[src/inc/pgpm_pkg.sv]
// shared constants for the power-ok and phase mode supervisor
package pgpm_pkg;
    localparam int unsigned CLK_HZ = 25_000_000;
    localparam int unsigned PWROK_DELAY_US = 5000;
    localparam int unsigned SLEW_HOLD_US = 20;
    localparam int unsigned PWROK_DELAY_CYC = (PWROK_DELAY_US * (CLK_HZ / 1_000_000));
    localparam int unsigned SLEW_HOLD_CYC = (SLEW_HOLD_US * (CLK_HZ / 1_000_000));
    localparam int unsigned SLOW_SLEW_DIV = 8;
    localparam logic [1:0] MODE_SKIP = 2'h0;
    localparam logic [1:0] MODE_PWM = 2'h1;
    typedef enum logic [2:0] {
        PGPM_OFF = 3'h0,
        PGPM_START = 3'h1,
        PGPM_BOOT = 3'h3,
        PGPM_TOVID = 3'h2,
        PGPM_RUN = 3'h6,
        PGPM_SOFTOFF = 3'h4
    } pgpm_state_e;
endpackage

[src/hw/pgpm_ctrl.sv]
// power-ok sequencing, phase and mode selection, thermal alarm
// What this block does
// - power-ok low until 5ms after clock-gate drops
// - then release power-ok only inside window
// - power-ok low in soft-shutdown and shutdown
// - power-ok released during slew plus 20us
// - skip downward slew ignores upper threshold
// - mode inputs select phase count and skip
// - deep-sleep low: power-state picks one/two phase
// - startup two-phase skip, soft-off two-phase PWM
// - boot skip, boot-to-code transition forced PWM
// - phase two disabled means phase one only
// - alarm when thermistor below limit, off released
// - rails-ok low at startup holds boot voltage
// - rails-ok fall: gate request, slow slew boot
`timescale 1ns/1ps
module pgpm_ctrl #(
    parameter int unsigned PWROK_DELAY = pgpm_pkg::PWROK_DELAY_CYC
) (
    input wire logic i_sys_clk,
    input wire logic i_arst_n,
    input wire logic i_enable,
    input wire logic i_softstart_done,
    input wire logic i_softoff_done,
    input wire logic i_slew_active,
    input wire logic i_slew_down,
    input wire logic i_system_rails_ok,
    input wire logic i_deep_sleep_request,
    input wire logic i_power_state_hint,
    input wire logic i_phase_two_sense_pos,
    input wire logic i_fb_above_low,
    input wire logic i_fb_below_high,
    input wire logic i_thermistor_below_limit,
    output logic o_power_ok_out_oe_n,
    output logic o_overtemp_alarm_n_oe_n,
    output logic o_clock_gate_request_n,
    output logic o_phase_two_on,
    output logic o_forced_pwm,
    output logic o_target_boot,
    output logic o_slow_slew,
    output logic o_converter_on
);
    // every pin-side input passes two flops; stage one is read only by stage two
    localparam int NIN = 12;
    logic [NIN-1:0] raw;
    logic [NIN-1:0] s1_q;
    logic [NIN-1:0] s2_q;
    assign raw = {i_enable, i_softstart_done, i_softoff_done, i_slew_active, i_slew_down, i_system_rails_ok,
                  i_deep_sleep_request, i_power_state_hint, i_phase_two_sense_pos, i_fb_above_low,
                  i_fb_below_high, i_thermistor_below_limit};
    genvar g;
    generate
        for (g = 0; g < NIN; g++) begin : g_sync
            always_ff @(posedge i_sys_clk or negedge i_arst_n) begin
                if (!i_arst_n) begin
                    s1_q[g] <= 1'b0;
                    s2_q[g] <= 1'b0;
                end else begin
                    s1_q[g] <= raw[g];
                    s2_q[g] <= s1_q[g];
                end
            end
        end
    endgenerate
    wire en = s2_q[11];
    wire ss_done = s2_q[10];
    wire off_done = s2_q[9];
    wire slewing = s2_q[8];
    wire slew_dn = s2_q[7];
    wire rails_ok = s2_q[6];
    wire dslp = s2_q[5];
    wire psi_hi = s2_q[4];
    wire ph2_dis = s2_q[3];
    wire fb_lo_ok = s2_q[2];
    wire fb_hi_ok = s2_q[1];
    wire hot = s2_q[0];

    pgpm_pkg::pgpm_state_e st_q, st_d;
    logic [22:0] dly_q;
    logic [9:0] hold_q;
    logic blank_hi_q;
    logic slew_prev_q;
    logic pok_q, hot_q, gate_q, ph2_q, pwm_q, boot_q, slow_q, on_q;

    always_comb begin
        st_d = st_q;
        case (st_q)
            pgpm_pkg::PGPM_OFF: if (en) st_d = pgpm_pkg::PGPM_START;
            pgpm_pkg::PGPM_START: if (ss_done) st_d = pgpm_pkg::PGPM_BOOT;
            pgpm_pkg::PGPM_BOOT: if (rails_ok) st_d = pgpm_pkg::PGPM_TOVID;
            pgpm_pkg::PGPM_TOVID: if (slew_prev_q && !slewing) st_d = pgpm_pkg::PGPM_RUN;
            pgpm_pkg::PGPM_RUN: if (!rails_ok) st_d = pgpm_pkg::PGPM_BOOT;
            pgpm_pkg::PGPM_SOFTOFF: if (off_done) st_d = pgpm_pkg::PGPM_OFF;
            default: st_d = pgpm_pkg::PGPM_OFF;
        endcase
        if (!en && st_q != pgpm_pkg::PGPM_OFF && st_q != pgpm_pkg::PGPM_SOFTOFF) begin
            st_d = pgpm_pkg::PGPM_SOFTOFF;
        end
    end

    wire in_run = (st_q == pgpm_pkg::PGPM_RUN);
    wire in_boot = (st_q == pgpm_pkg::PGPM_BOOT);
    wire in_start = (st_q == pgpm_pkg::PGPM_START);
    wire in_tovid = (st_q == pgpm_pkg::PGPM_TOVID);
    wire in_soff = (st_q == pgpm_pkg::PGPM_SOFTOFF);
    wire in_off = (st_q == pgpm_pkg::PGPM_OFF);
    // a rails loss raises the gate request in the same cycle that the state leaves run
    wire gate_d = in_off || in_start || in_boot || in_soff || (in_run && !rails_ok);
    wire dly_done = (dly_q == 23'(PWROK_DELAY));
    wire slew_end = slew_prev_q && !slewing;
    // downward skip slews mask the upper threshold until the hold expires and fb is back below the upper threshold
    wire blank_d = (slewing && slew_dn && !pwm_q) ? 1'b1 : (blank_hi_q && !(hold_q == 10'h0 && fb_hi_ok));
    wire win_ok = fb_lo_ok && (fb_hi_ok || blank_hi_q);
    wire slew_force = slewing || (hold_q != 10'h0);
    wire pok_d = in_run && rails_ok && dly_done && (slew_force || win_ok);
    // mode table: deep sleep forces skip, power-state picks phase count
    wire mode_skip = dslp;
    wire mode_two = !dslp && psi_hi;
    wire pwm_d = in_soff || in_tovid || (in_run && !mode_skip);
    wire two_d = !ph2_dis && (in_start || in_boot || in_tovid || in_soff || (in_run && mode_two));
    // slow slew holds only while parked at boot after a rails loss
    wire slow_d = (in_run && !rails_ok) || (in_boot && slow_q && st_d == pgpm_pkg::PGPM_BOOT);

    always_ff @(posedge i_sys_clk or negedge i_arst_n) begin
        if (!i_arst_n) begin
            st_q <= pgpm_pkg::PGPM_OFF;
            dly_q <= 23'h0;
            hold_q <= 10'h0;
            blank_hi_q <= 1'b0;
            slew_prev_q <= 1'b0;
        end else begin
            st_q <= st_d;
            slew_prev_q <= slewing;
            blank_hi_q <= blank_d;
            // delay runs from the gate request drop, so the boot-to-code slew counts toward it
            if (gate_q) dly_q <= 23'h0;
            else if (!dly_done) dly_q <= dly_q + 23'h1;
            if (slewing) hold_q <= 10'(pgpm_pkg::SLEW_HOLD_CYC);
            else if (hold_q != 10'h0) hold_q <= hold_q - 10'h1;
        end
    end

    // registered pins; open-drain enables low while pulling
    always_ff @(posedge i_sys_clk or negedge i_arst_n) begin
        if (!i_arst_n) begin
            pok_q <= 1'b0;
            hot_q <= 1'b1;
            gate_q <= 1'b1;
            ph2_q <= 1'b0;
            pwm_q <= 1'b0;
            boot_q <= 1'b1;
            slow_q <= 1'b0;
            on_q <= 1'b0;
        end else begin
            pok_q <= pok_d;
            hot_q <= ~(hot && !in_off);
            gate_q <= gate_d;
            ph2_q <= two_d;
            pwm_q <= pwm_d;
            boot_q <= !(in_tovid || in_run);
            slow_q <= slow_d;
            on_q <= !in_off;
        end
    end
    assign o_power_ok_out_oe_n = pok_q;
    assign o_overtemp_alarm_n_oe_n = hot_q;
    assign o_clock_gate_request_n = gate_q;
    assign o_phase_two_on = ph2_q;
    assign o_forced_pwm = pwm_q;
    assign o_target_boot = boot_q;
    assign o_slow_slew = slow_q;
    assign o_converter_on = on_q;

    AST_POK_LOW_OFF: assert property (@(posedge i_sys_clk) disable iff (!i_arst_n)
        (in_off || in_soff) |=> !o_power_ok_out_oe_n)
        else $error("power ok released in shutdown");
    AST_POK_DELAY: assert property (@(posedge i_sys_clk) disable iff (!i_arst_n)
        (!dly_done) |=> !o_power_ok_out_oe_n)
        else $error("power ok released before delay");
    AST_SLEW_REL: assert property (@(posedge i_sys_clk) disable iff (!i_arst_n)
        (in_run && dly_done && slewing && st_d == st_q) |=> o_power_ok_out_oe_n)
        else $error("power ok not released in slew");
    AST_HOLD_LOAD: assert property (@(posedge i_sys_clk) disable iff (!i_arst_n)
        $fell(slewing) |-> hold_q == 10'(pgpm_pkg::SLEW_HOLD_CYC))
        else $error("slew hold not loaded");
    AST_WINDOW: assert property (@(posedge i_sys_clk) disable iff (!i_arst_n)
        (in_run && dly_done && !slew_force && !fb_lo_ok) |=> !o_power_ok_out_oe_n)
        else $error("power ok out of window");
    AST_SOFTOFF_PWM: assert property (@(posedge i_sys_clk) disable iff (!i_arst_n)
        (in_soff || in_tovid) |=> o_forced_pwm)
        else $error("soft off or transition not pwm");
    AST_START_SKIP: assert property (@(posedge i_sys_clk) disable iff (!i_arst_n)
        (in_start || in_boot) |=> !o_forced_pwm)
        else $error("startup not skip");
    AST_PH2_DIS: assert property (@(posedge i_sys_clk) disable iff (!i_arst_n)
        ph2_dis |=> !o_phase_two_on)
        else $error("phase two on while disabled");
    AST_SKIP_SEL: assert property (@(posedge i_sys_clk) disable iff (!i_arst_n)
        (in_run && dslp) |=> (!o_forced_pwm && !o_phase_two_on))
        else $error("deep sleep not one phase skip");
    AST_HOT_OFF: assert property (@(posedge i_sys_clk) disable iff (!i_arst_n)
        in_off |=> o_overtemp_alarm_n_oe_n)
        else $error("alarm pulled in shutdown");
    AST_RAILS_GATE: assert property (@(posedge i_sys_clk) disable iff (!i_arst_n)
        (in_run && !rails_ok) |=> ##1 o_clock_gate_request_n)
        else $error("gate request not raised");
    AST_MODE_TWO: assert property (@(posedge i_sys_clk) disable iff (!i_arst_n)
        (in_run && !dslp && psi_hi && !ph2_dis) |=> (o_forced_pwm && o_phase_two_on))
        else $error("full power not two phase pwm");
    AST_MODE_ONE_PWM: assert property (@(posedge i_sys_clk) disable iff (!i_arst_n)
        (in_run && !dslp && !psi_hi) |=> (o_forced_pwm && !o_phase_two_on))
        else $error("low power state not one phase pwm");
    AST_BOOT_GATE: assert property (@(posedge i_sys_clk) disable iff (!i_arst_n)
        (in_boot && !rails_ok) |=> (o_clock_gate_request_n && !o_power_ok_out_oe_n && o_target_boot))
        else $error("boot hold not kept while rails low");
    AST_HOT_PULL: assert property (@(posedge i_sys_clk) disable iff (!i_arst_n)
        (hot && !in_off) |=> !o_overtemp_alarm_n_oe_n)
        else $error("alarm not pulled when hot");
    AST_BLANK_UPPER: assert property (@(posedge i_sys_clk) disable iff (!i_arst_n)
        (in_run && st_d == st_q && dly_done && fb_lo_ok && blank_hi_q) |=> o_power_ok_out_oe_n)
        else $error("upper threshold not blanked");
    AST_SLOW_SET: assert property (@(posedge i_sys_clk) disable iff (!i_arst_n)
        (in_run && !rails_ok) |=> o_slow_slew)
        else $error("slow slew not requested on rails loss");
    COV_BLANK: cover property (@(posedge i_sys_clk) disable iff (!i_arst_n) in_run && blank_hi_q && !fb_hi_ok);
    COV_RUN: cover property (@(posedge i_sys_clk) disable iff (!i_arst_n) in_run && !o_power_ok_out_oe_n);
    COV_SLEW: cover property (@(posedge i_sys_clk) disable iff (!i_arst_n) $fell(slewing) && in_run);
    COV_RAILS: cover property (@(posedge i_sys_clk) disable iff (!i_arst_n) in_run && !rails_ok);
    COV_SOFTOFF: cover property (@(posedge i_sys_clk) disable iff (!i_arst_n) in_soff && off_done);
endmodule

[config.mk]
export PLATFORM = sky130hd
export DESIGN_NAME = pgpm_ctrl
export DESIGN_NICKNAME = d
export VERILOG_FILES = /design/src/inc/pgpm_pkg.sv /design/src/hw/pgpm_ctrl.sv
export SDC_FILE = /design/constraint.sdc
export NUM_CORES = 1
export LEC_CHECK = 0
export BUFFER_PORTS_ARGS = -buffer_cell sky130_fd_sc_hd__buf_2
export CORE_MARGIN = 3
export CORE_UTILIZATION = 40
export DETAILED_ROUTE_END_ITERATION = 8
export PLACE_DENSITY = 0.54
export REMOVE_ABC_BUFFERS = 1
export SYNTH_ARGS = -nofsm -noshare
export SYNTH_HDL_FRONTEND = slang
export SYNTH_SLANG_ARGS = --single-unit
[constraint.sdc]
create_clock -name i_sys_clk -period 3.1 [get_ports i_sys_clk]
set_input_delay 0.155 -clock i_sys_clk [delete_from_list [all_inputs] [get_ports i_sys_clk]]
set_output_delay 0.155 -clock i_sys_clk [all_outputs]
set_load 0.1 [all_outputs]
==> reports/results.ini, run 1 <==
[timing]
worst_pin_slew_ns=0.534
layout_min_cycle_time_ns=1.93
tns_ns=0
fmaxAchievable_mhz=519
setup_viol=0
worst_slack_ns=1.17
hold_viol_final=0
slew-limit-headroom_pct=63.9
min_period_over_period_pct=62.2
slew_violations=0
rsz0062_at_grt=no
clock_skew_ns=0.0111

[setup_path]
critPathRequiredTime_ns=3.37
r2r.worst_path.cells=4
crit_start=dly_q[2]$_DFFE_PN0P_
end_kind=flop
critPathLaunchType=flop
reg2reg_from=dly_q[2]$_DFFE_PN0P_
cp.arrival_ns=2.20
reg2reg_slack_ns=1.17
slowest_delay_ns=0.56
cp_top_family=simple AND/OR/NAND/NOR gates
worstSetupPathType=flop to flop
path_buf_inv=0
crit_chain=and4_1 > nand4_1 > or4_1 > a21oi_1
cp_max_fo=8
r2r-end=dly_q[21]$_DFFE_PN0P_
crit_slowest_cell=or4_1

[logic_synthesis]
synth-seq-area-share_pct=59.3
syn_area_per_cell_um2=11.0
yosysWarnings=0
yosysUniqueCellTypes=44
synth-seq-cells=70
syn_area_um2=2960
netlist_instances=270

[clocking]
clkSlewWorstSetupHoldPaths_ns=0.08
clockRootBuffer=clkbuf_8
cts_setup_buffers=0
clock_latency_ns=0.35
cts_hold_buf=13
cts_sinks=70
cts_buffers=9
cts.repair.resized=0
clock_path_buffers=2
h-tree-depth=3
cts_tree=yes

[power]
leakage_nw=1.44
power_density_nw_per_um2=641
ir_worst_vdd_v=0.000338

[detailed_routing]
wl_met2_mm=2.25
finalWirelength_mm=5.14
wl_per_cell_um=12.6
drc_errors=0
drtIter0Drc=95
drt_first_pass_iters=5
ant_nets=0
wl_met3_um=199
drt-met1-wl_mm=2.63
viasPerCell=5.00
highest_layer=met4
via_count=2034

[cells_and_area]
final_cells=407
fin_area_um2=3480
n_antenna_cell=0
syn_to_final_growth_pct=17.7
final_nets=323
drive_gt1_share_pct=15.1

[flow_run]
max_cap_violations=0

[min_path]
hold_depth=0
holdCritStartpoint=s1_q[6]$_DFF_PN0_
holdPathEnd=rails_ok$_DFF_PN0_
hp-class=flop to flop

[global_routing]
grt_pass1_wl_mm=9.07
grt_start_max_net_pins=71
grt_pass1_vias=1962
overflow=0
antenna_found_initial=0
grt_usage_pct=13.5

[placed_design]
hpwl_mm=3.22
dpl_cell_area_um2=3160
dp_slack_ns=1.18
place_congestion=0.755
dp.cells=378
io_buffer_count=21

[floorplan]
die_w_um=92.0
pin_count=22
rows=30
initial_utilization_pct=42.4
core-area_um2=6980
fp.dieH_um=92.0
die_area_um2=8470

[outcome]
status=finished clean

## logic make-up (layout without fill, tap and decap cells)
logic type	count (synthesis)	count (layout)	synth area share, %
muxes	3	3	1.10
buffers and inverters	20	61	2.62
xor gates and xnor gates	13	13	3.85
AOI/OAI and AO/OA	45	45	9.47
adders and majority gates	3	3	1.27
DFF	70	70	59.3
and+or+nand+nor	116	116	22.4
## per-layer routing
layer  vias up  global-route usage [%]
met5         -                       0
met4         0                    5.20
met3         6                    4.51
met2        29                    19.3
met1       968                    19.0
li1       1031                       -
## synthesized netlist by cell type, drive strengths merged
library cell / instances / area share (%)
dfrtp: 67 / 57
nor2: 26 / 3.3
nand2: 16 / 2.0
a21oi: 15 / 2.5
nand3: 13 / 2.2
o21ai: 12 / 2.0
inv: 10 / 1.3
xor2: 10 / 3.0
nand2b: 9 / 1.9
or3: 9 / 1.9
clkbuf: 8 / 1.0
or4: 8 / 2.0
o31ai: 7 / 1.9
nand4: 6 / 1.8
nor2b: 5 / 1.1
nor3: 5 / 0.85
and3: 4 / 0.85
and4: 4 / 1.2
dfstp: 3 / 2.7
ha: 3 / 1.3
nor4: 3 / 1.1
xnor2: 3 / 0.89
a22oi: 2 / 0.51
and2: 2 / 0.42
buf: 2 / 0.34
mux2: 2 / 0.76
nor4b: 2 / 0.59
o211ai: 2 / 0.51
o21a: 2 / 0.51
a21o: 1 / 0.25
a311oi: 1 / 0.30
a31o: 1 / 0.30
mux2i: 1 / 0.34
nand4b: 1 / 0.30
nor4bb: 1 / 0.34
o2bb2ai: 1 / 0.30
o311ai: 1 / 0.30
or2: 1 / 0.21
or3b: 1 / 0.30
## power by group
part	switching (W)	total, W	internal (W)
sequential	0.000102	0.00109	0.000993
combinational	0.000323	0.000437	0.000114
clock	0.000378	0.000703	0.000325
total	0.000802	0.00223	0.00143
## state kept, by name, summed over array words and instances (netlist names), 3 cells and up
register / count
hold_q: 10
st_q: 3
s1_q: 12
dly_q: 23
## worst reg2reg max path, cell delays in order, from the launching register on
cell	delay, ns
dfrtp_1	0.43
and4_1	0.42
nand4_1	0.30
or4_1	0.57
a21oi_1	0.14
## stage by stage
step / util [%] / hold WS (ns) / total power, W
floorplan: - / -0.141 / 0.00143
global placement: 45.3 / 0.211 / 0.00154
detailed placement: 45.3 / 0.208 / 0.00154
CTS: 49.9 / 0.353 / 0.00226
global route: 49.9 / 0.358 / 0.00234
finish: 49.9 / 0.350 / 0.00223
## cell usage in the layout (no fill, tap or decap), types with 2 or more instances in the layout
master,instances
a21oi_1,15
a22oi_1,2
and2_1,2
and3_1,4
and4_1,4
buf_2,21
clkbuf_8,10
dfrtp_1,67
dfstp_2,3
dlygate4sd3_1,13
ha_1,3
inv_1,9
inv_6,4
mux2_1,2
nand2_1,16
nand2b_1,9
nand3_1,13
nand4_1,5
nor2_1,26
nor2b_1,5
nor3_1,5
nor4_1,2
nor4b_1,2
o211ai_1,2
o21a_1,2
o21ai_0,10
o21ai_1,2
o31ai_1,6
or3_1,9
or4_1,8
xnor2_1,3
xor2_1,10
## how the worst max path moves through the flow
stage / endpoint / slack (ns) / depth (start not counted)
finish: dly_q[21]$_DFFE_PN0P_ / 1.17 / 4
global route: dly_q[21]$_DFFE_PN0P_ / 0.99 / 4
CTS: dly_q[22]$_DFFE_PN0P_ / 1.17 / 4
detailed placement: dly_q[22]$_DFFE_PN0P_ / 1.18 / 4
global placement: dly_q[21]$_DFFE_PN0P_ / 1.23 / 4
floorplan: dly_q[22]$_DFFE_PN0P_ / 1.33 / 4
## final cells by class
cell class / instances / area, um2
Fill cell: 669 / 3500
Sequential cell: 70 / 1760
Multi-Input combinational cell: 180 / 1130
Timing Repair Buffer: 35 / 255
Clock buffer: 10 / 138
Tap cell: 96 / 120
Clock inverter: 6 / 51.3
Inverter: 10 / 37.5
Power figures use the tool's default switching activity.
==> inputs of run 2 (changes only) <==
- PLACE_DENSITY: 0.54 -> 0.56
- clock period: 3.1 -> 1.5 ns (I/O delays scaled with it)
==> run 2 against run 1 <==
The flow now finishes with violations (setup timing); largest power group unchanged; fmax is 13% higher; first-iteration DRC count is 17% lower; critical path type unchanged; die area stayed put.
==> reports/results.ini, run 2 (synthesis results as in run 1) <==
[outcome]
status=finished, violations left  ; was finished clean
violations=setup timing

[floorplan]
pin_count=22  ; unchanged
core-area_um2=6980  ; unchanged
rows=30  ; unchanged
fp.dieH_um=92.0  ; unchanged
initial_utilization_pct=42.4  ; unchanged
die_area_um2=8470  ; unchanged
die_w_um=92.0  ; unchanged

[detailed_routing]
drtIter0Drc=79  ; was 95
viasPerCell=4.98  ; was 5.00
drc_errors=0  ; unchanged
via_count=2392  ; was 2034
wl_per_cell_um=13.6  ; was 12.6 um
drt_first_pass_iters=4  ; was 5
finalWirelength_mm=6.54  ; was 5.14 mm
ant_nets=0  ; unchanged

[power]
p_sw_share_pct=34.9  ; was 35.9%
seqPwrFrac_pct=43.9  ; was 49.0%
power.internal_w=0.00324  ; was 0.00143 W
ir_worst_vdd_v=0.000866  ; was 0.000338 V
power_frac_comb_pct=25.0  ; was 19.5%
finalPower_w=0.00498  ; was 0.00223 W
p_clk_share_pct=31.1  ; was 31.5%
p_sw_w=0.00174  ; was 0.000802 W
leakage_nw=1.94  ; was 1.44 nW
power_density_nw_per_um2=1130  ; was 641 nW/um2

[global_routing]
grt_pass1_vias=2398  ; was 1962
grt_usage_pct=17.0  ; was 13.5%
overflow=0  ; unchanged
antenna_found_initial=0  ; unchanged
grt_start_max_net_pins=29  ; was 71
grt_pass1_wl_mm=11.3  ; was 9.07 mm

[timing]
layout_min_cycle_time_ns=1.71  ; was 1.93 ns
rsz0062_at_grt=yes  ; was no
min_period_over_period_pct=114  ; was 62.2%
slew_violations=0  ; unchanged
worst_slack_ns=-0.210  ; was 1.17 ns
setup_viol=25  ; was 0
worst_pin_slew_ns=0.488  ; was 0.534 ns
timing.hold.ws_ns=0.195  ; was 0.350 ns
slew-limit-headroom_pct=67.7  ; was 63.9%
tns_ns=-3.10  ; was 0 ns
hold_viol_final=0  ; unchanged
fmaxAchievable_mhz=585  ; was 519 MHz
clock_skew_ns=0.0101  ; was 0.0111 ns

[cells_and_area]
n_antenna_cell=0  ; unchanged
final_cells=480  ; was 407
drive_gt1_share_pct=43.5  ; was 15.1%
fillCellCount=577  ; was 669
final_cell_mix=dfrtp_1 (67), buf_4 (65), nor2_1 (26)  ; was dfrtp_1 (67), nor2_1 (26), buf_2 (21)
largest_register_ff_count=23  ; unchanged
top_regs=dly_q (23), s1_q (12), hold_q (10)  ; unchanged
register_area_um2=1760  ; unchanged
regMostFlops=dly_q  ; unchanged
final_nets=396  ; was 323
syn_to_final_growth_pct=48.5  ; was 17.7%
final_common_cell=dfrtp_1  ; unchanged
multi_input_area_um2=1420  ; was 1130 um2

[placed_design]
dp.cells=437  ; was 378
io_buffer_count=21  ; unchanged
place_congestion=0.805  ; was 0.755
hpwl_mm=4.21  ; was 3.22 mm

[flow_run]
max_cap_violations=0  ; unchanged

[setup_path]
end_kind=flop  ; unchanged
slowest_delay_ns=0.57  ; was 0.56 ns
crit_slowest_cell=or4_4  ; was or4_1
path_buf_inv=1  ; was 0
worstSetupPathType=flop to flop  ; unchanged
cp_max_fo=5  ; was 8
r2r.worst_path.cells=4  ; unchanged
r2r-end=dly_q[22]$_DFFE_PN0P_  ; was dly_q[21]$_DFFE_PN0P_
crit_chain=inv_2 > or4_4 > or4_1 > a21oi_1  ; was and4_1 > nand4_1 > or4_1 > a21oi_1
reg2reg_from=dly_q[12]$_DFFE_PN0P_  ; was dly_q[2]$_DFFE_PN0P_
cp_top_family=simple AND/OR/NAND/NOR gates  ; unchanged
reg2reg_slack_ns=-0.21  ; was 1.17 ns
critPathLaunchType=flop  ; unchanged
cp.arrival_ns=1.99  ; was 2.20 ns
critPathRequiredTime_ns=1.78  ; was 3.37 ns

[clocking]
clockRootBuffer=clkbuf_8  ; unchanged
cts_sinks=70  ; unchanged
clock_latency_ns=0.35  ; about the same
cts_buffers=9  ; unchanged
h-tree-depth=3  ; unchanged
clkSlewWorstSetupHoldPaths_ns=0.08  ; about the same
cts_tree=yes  ; unchanged
clock_path_buffers=2  ; unchanged

[min_path]
hp-class=input port to async pin  ; was flop to flop

-- run 2: cell types whose count changed in the layout (fill, tap and decap cells not counted), sizes merged --
cell      previous run  this run
buf                 22        95
clkinv               1         2
bufinv               0         1
inv                 14        11
clkinvlp             1         2
-- run 2: cell type report --
class / count / share of cell area, %
timing repair buffer: 108 / 19.7
clock buffer: 10 / 2.91
clock inverter: 6 / 1.62
tap: 96 / 2.73
inverter: 10 / 0.854
multi-input combinational: 180 / 32.2
sequential: 70 / 40.0
-- run 2: what timing repair did --
item / in CTS / in global routing
endpoints found under the setup margin: 26 / 27
gates resized for setup: 48 / 20
hold endpoints to repair: 26 / 0
setup buffers: 7 / 8
hold buffers: 13 / 0
cloned: 0 / 0
pin swaps: 29 / 18
-- run 2: stage by stage --
step | setup WS, ns | utilization, % | cell area [um2]
5_1_grt | -0.274 | 62.9 | 4390
3_5_place_dp | -0.272 | 52.1 | 3630
2_1_floorplan | -0.275 | - | 2920
6_report | -0.210 | 62.9 | 4390
4_1_cts | -0.191 | 60.4 | 4220
3_3_place_gp | -0.250 | 52.1 | 3630
-- run 2: metal layers --
| metal | vias to the layer above | part of all wire, % | GRT usage, % |
|---|---|---|---|
| met5 | - | 0 | 0 |
| met4 | 0 | 1.1 | 4.46 |
| met3 | 10 | 3.2 | 5.41 |
| met2 | 26 | 49 | 27.3 |
| met1 | 1181 | 47 | 22.3 |
| li1 | 1175 | - | - |
-- run 2: power by group through the flow --
stage                     Combinational, W  Clock, W  Sequential [W]
final                              0.00125   0.00155         0.00219
after global routing               0.00134   0.00168         0.00222
after CTS                          0.00123   0.00159         0.00219
after detailed placement           0.00109         0         0.00225
after global placement             0.00108         0         0.00225
after floorplan                   0.000263         0         0.00269
-- run 2: worst max-delay path by stage --
stage	cells past startpoint	start	to	slack (ns)
floorplan	4	dly_q[12]$_DFFE_PN0P_	dly_q[22]$_DFFE_PN0P_	-0.27
global placement	4	hold_q[5]$_DFFE_PN0N_	hold_q[9]$_DFFE_PN0N_	-0.25
detailed placement	5	hold_q[5]$_DFFE_PN0N_	hold_q[8]$_DFFE_PN0N_	-0.27
CTS	4	dly_q[16]$_DFFE_PN0P_	dly_q[22]$_DFFE_PN0P_	-0.19
global route	6	dly_q[5]$_DFFE_PN0P_	dly_q[18]$_DFFE_PN0P_	-0.27
finish	4	dly_q[12]$_DFFE_PN0P_	dly_q[22]$_DFFE_PN0P_	-0.21
-- run 2: worst register-to-register path, delay by kind of cell (launching register included) --
kind | cells | cell delay, ns
simple gates | 2 | 1.08
compound gates | 1 | 0.13
flops | 1 | 0.38
buf+inv | 1 | 0.05
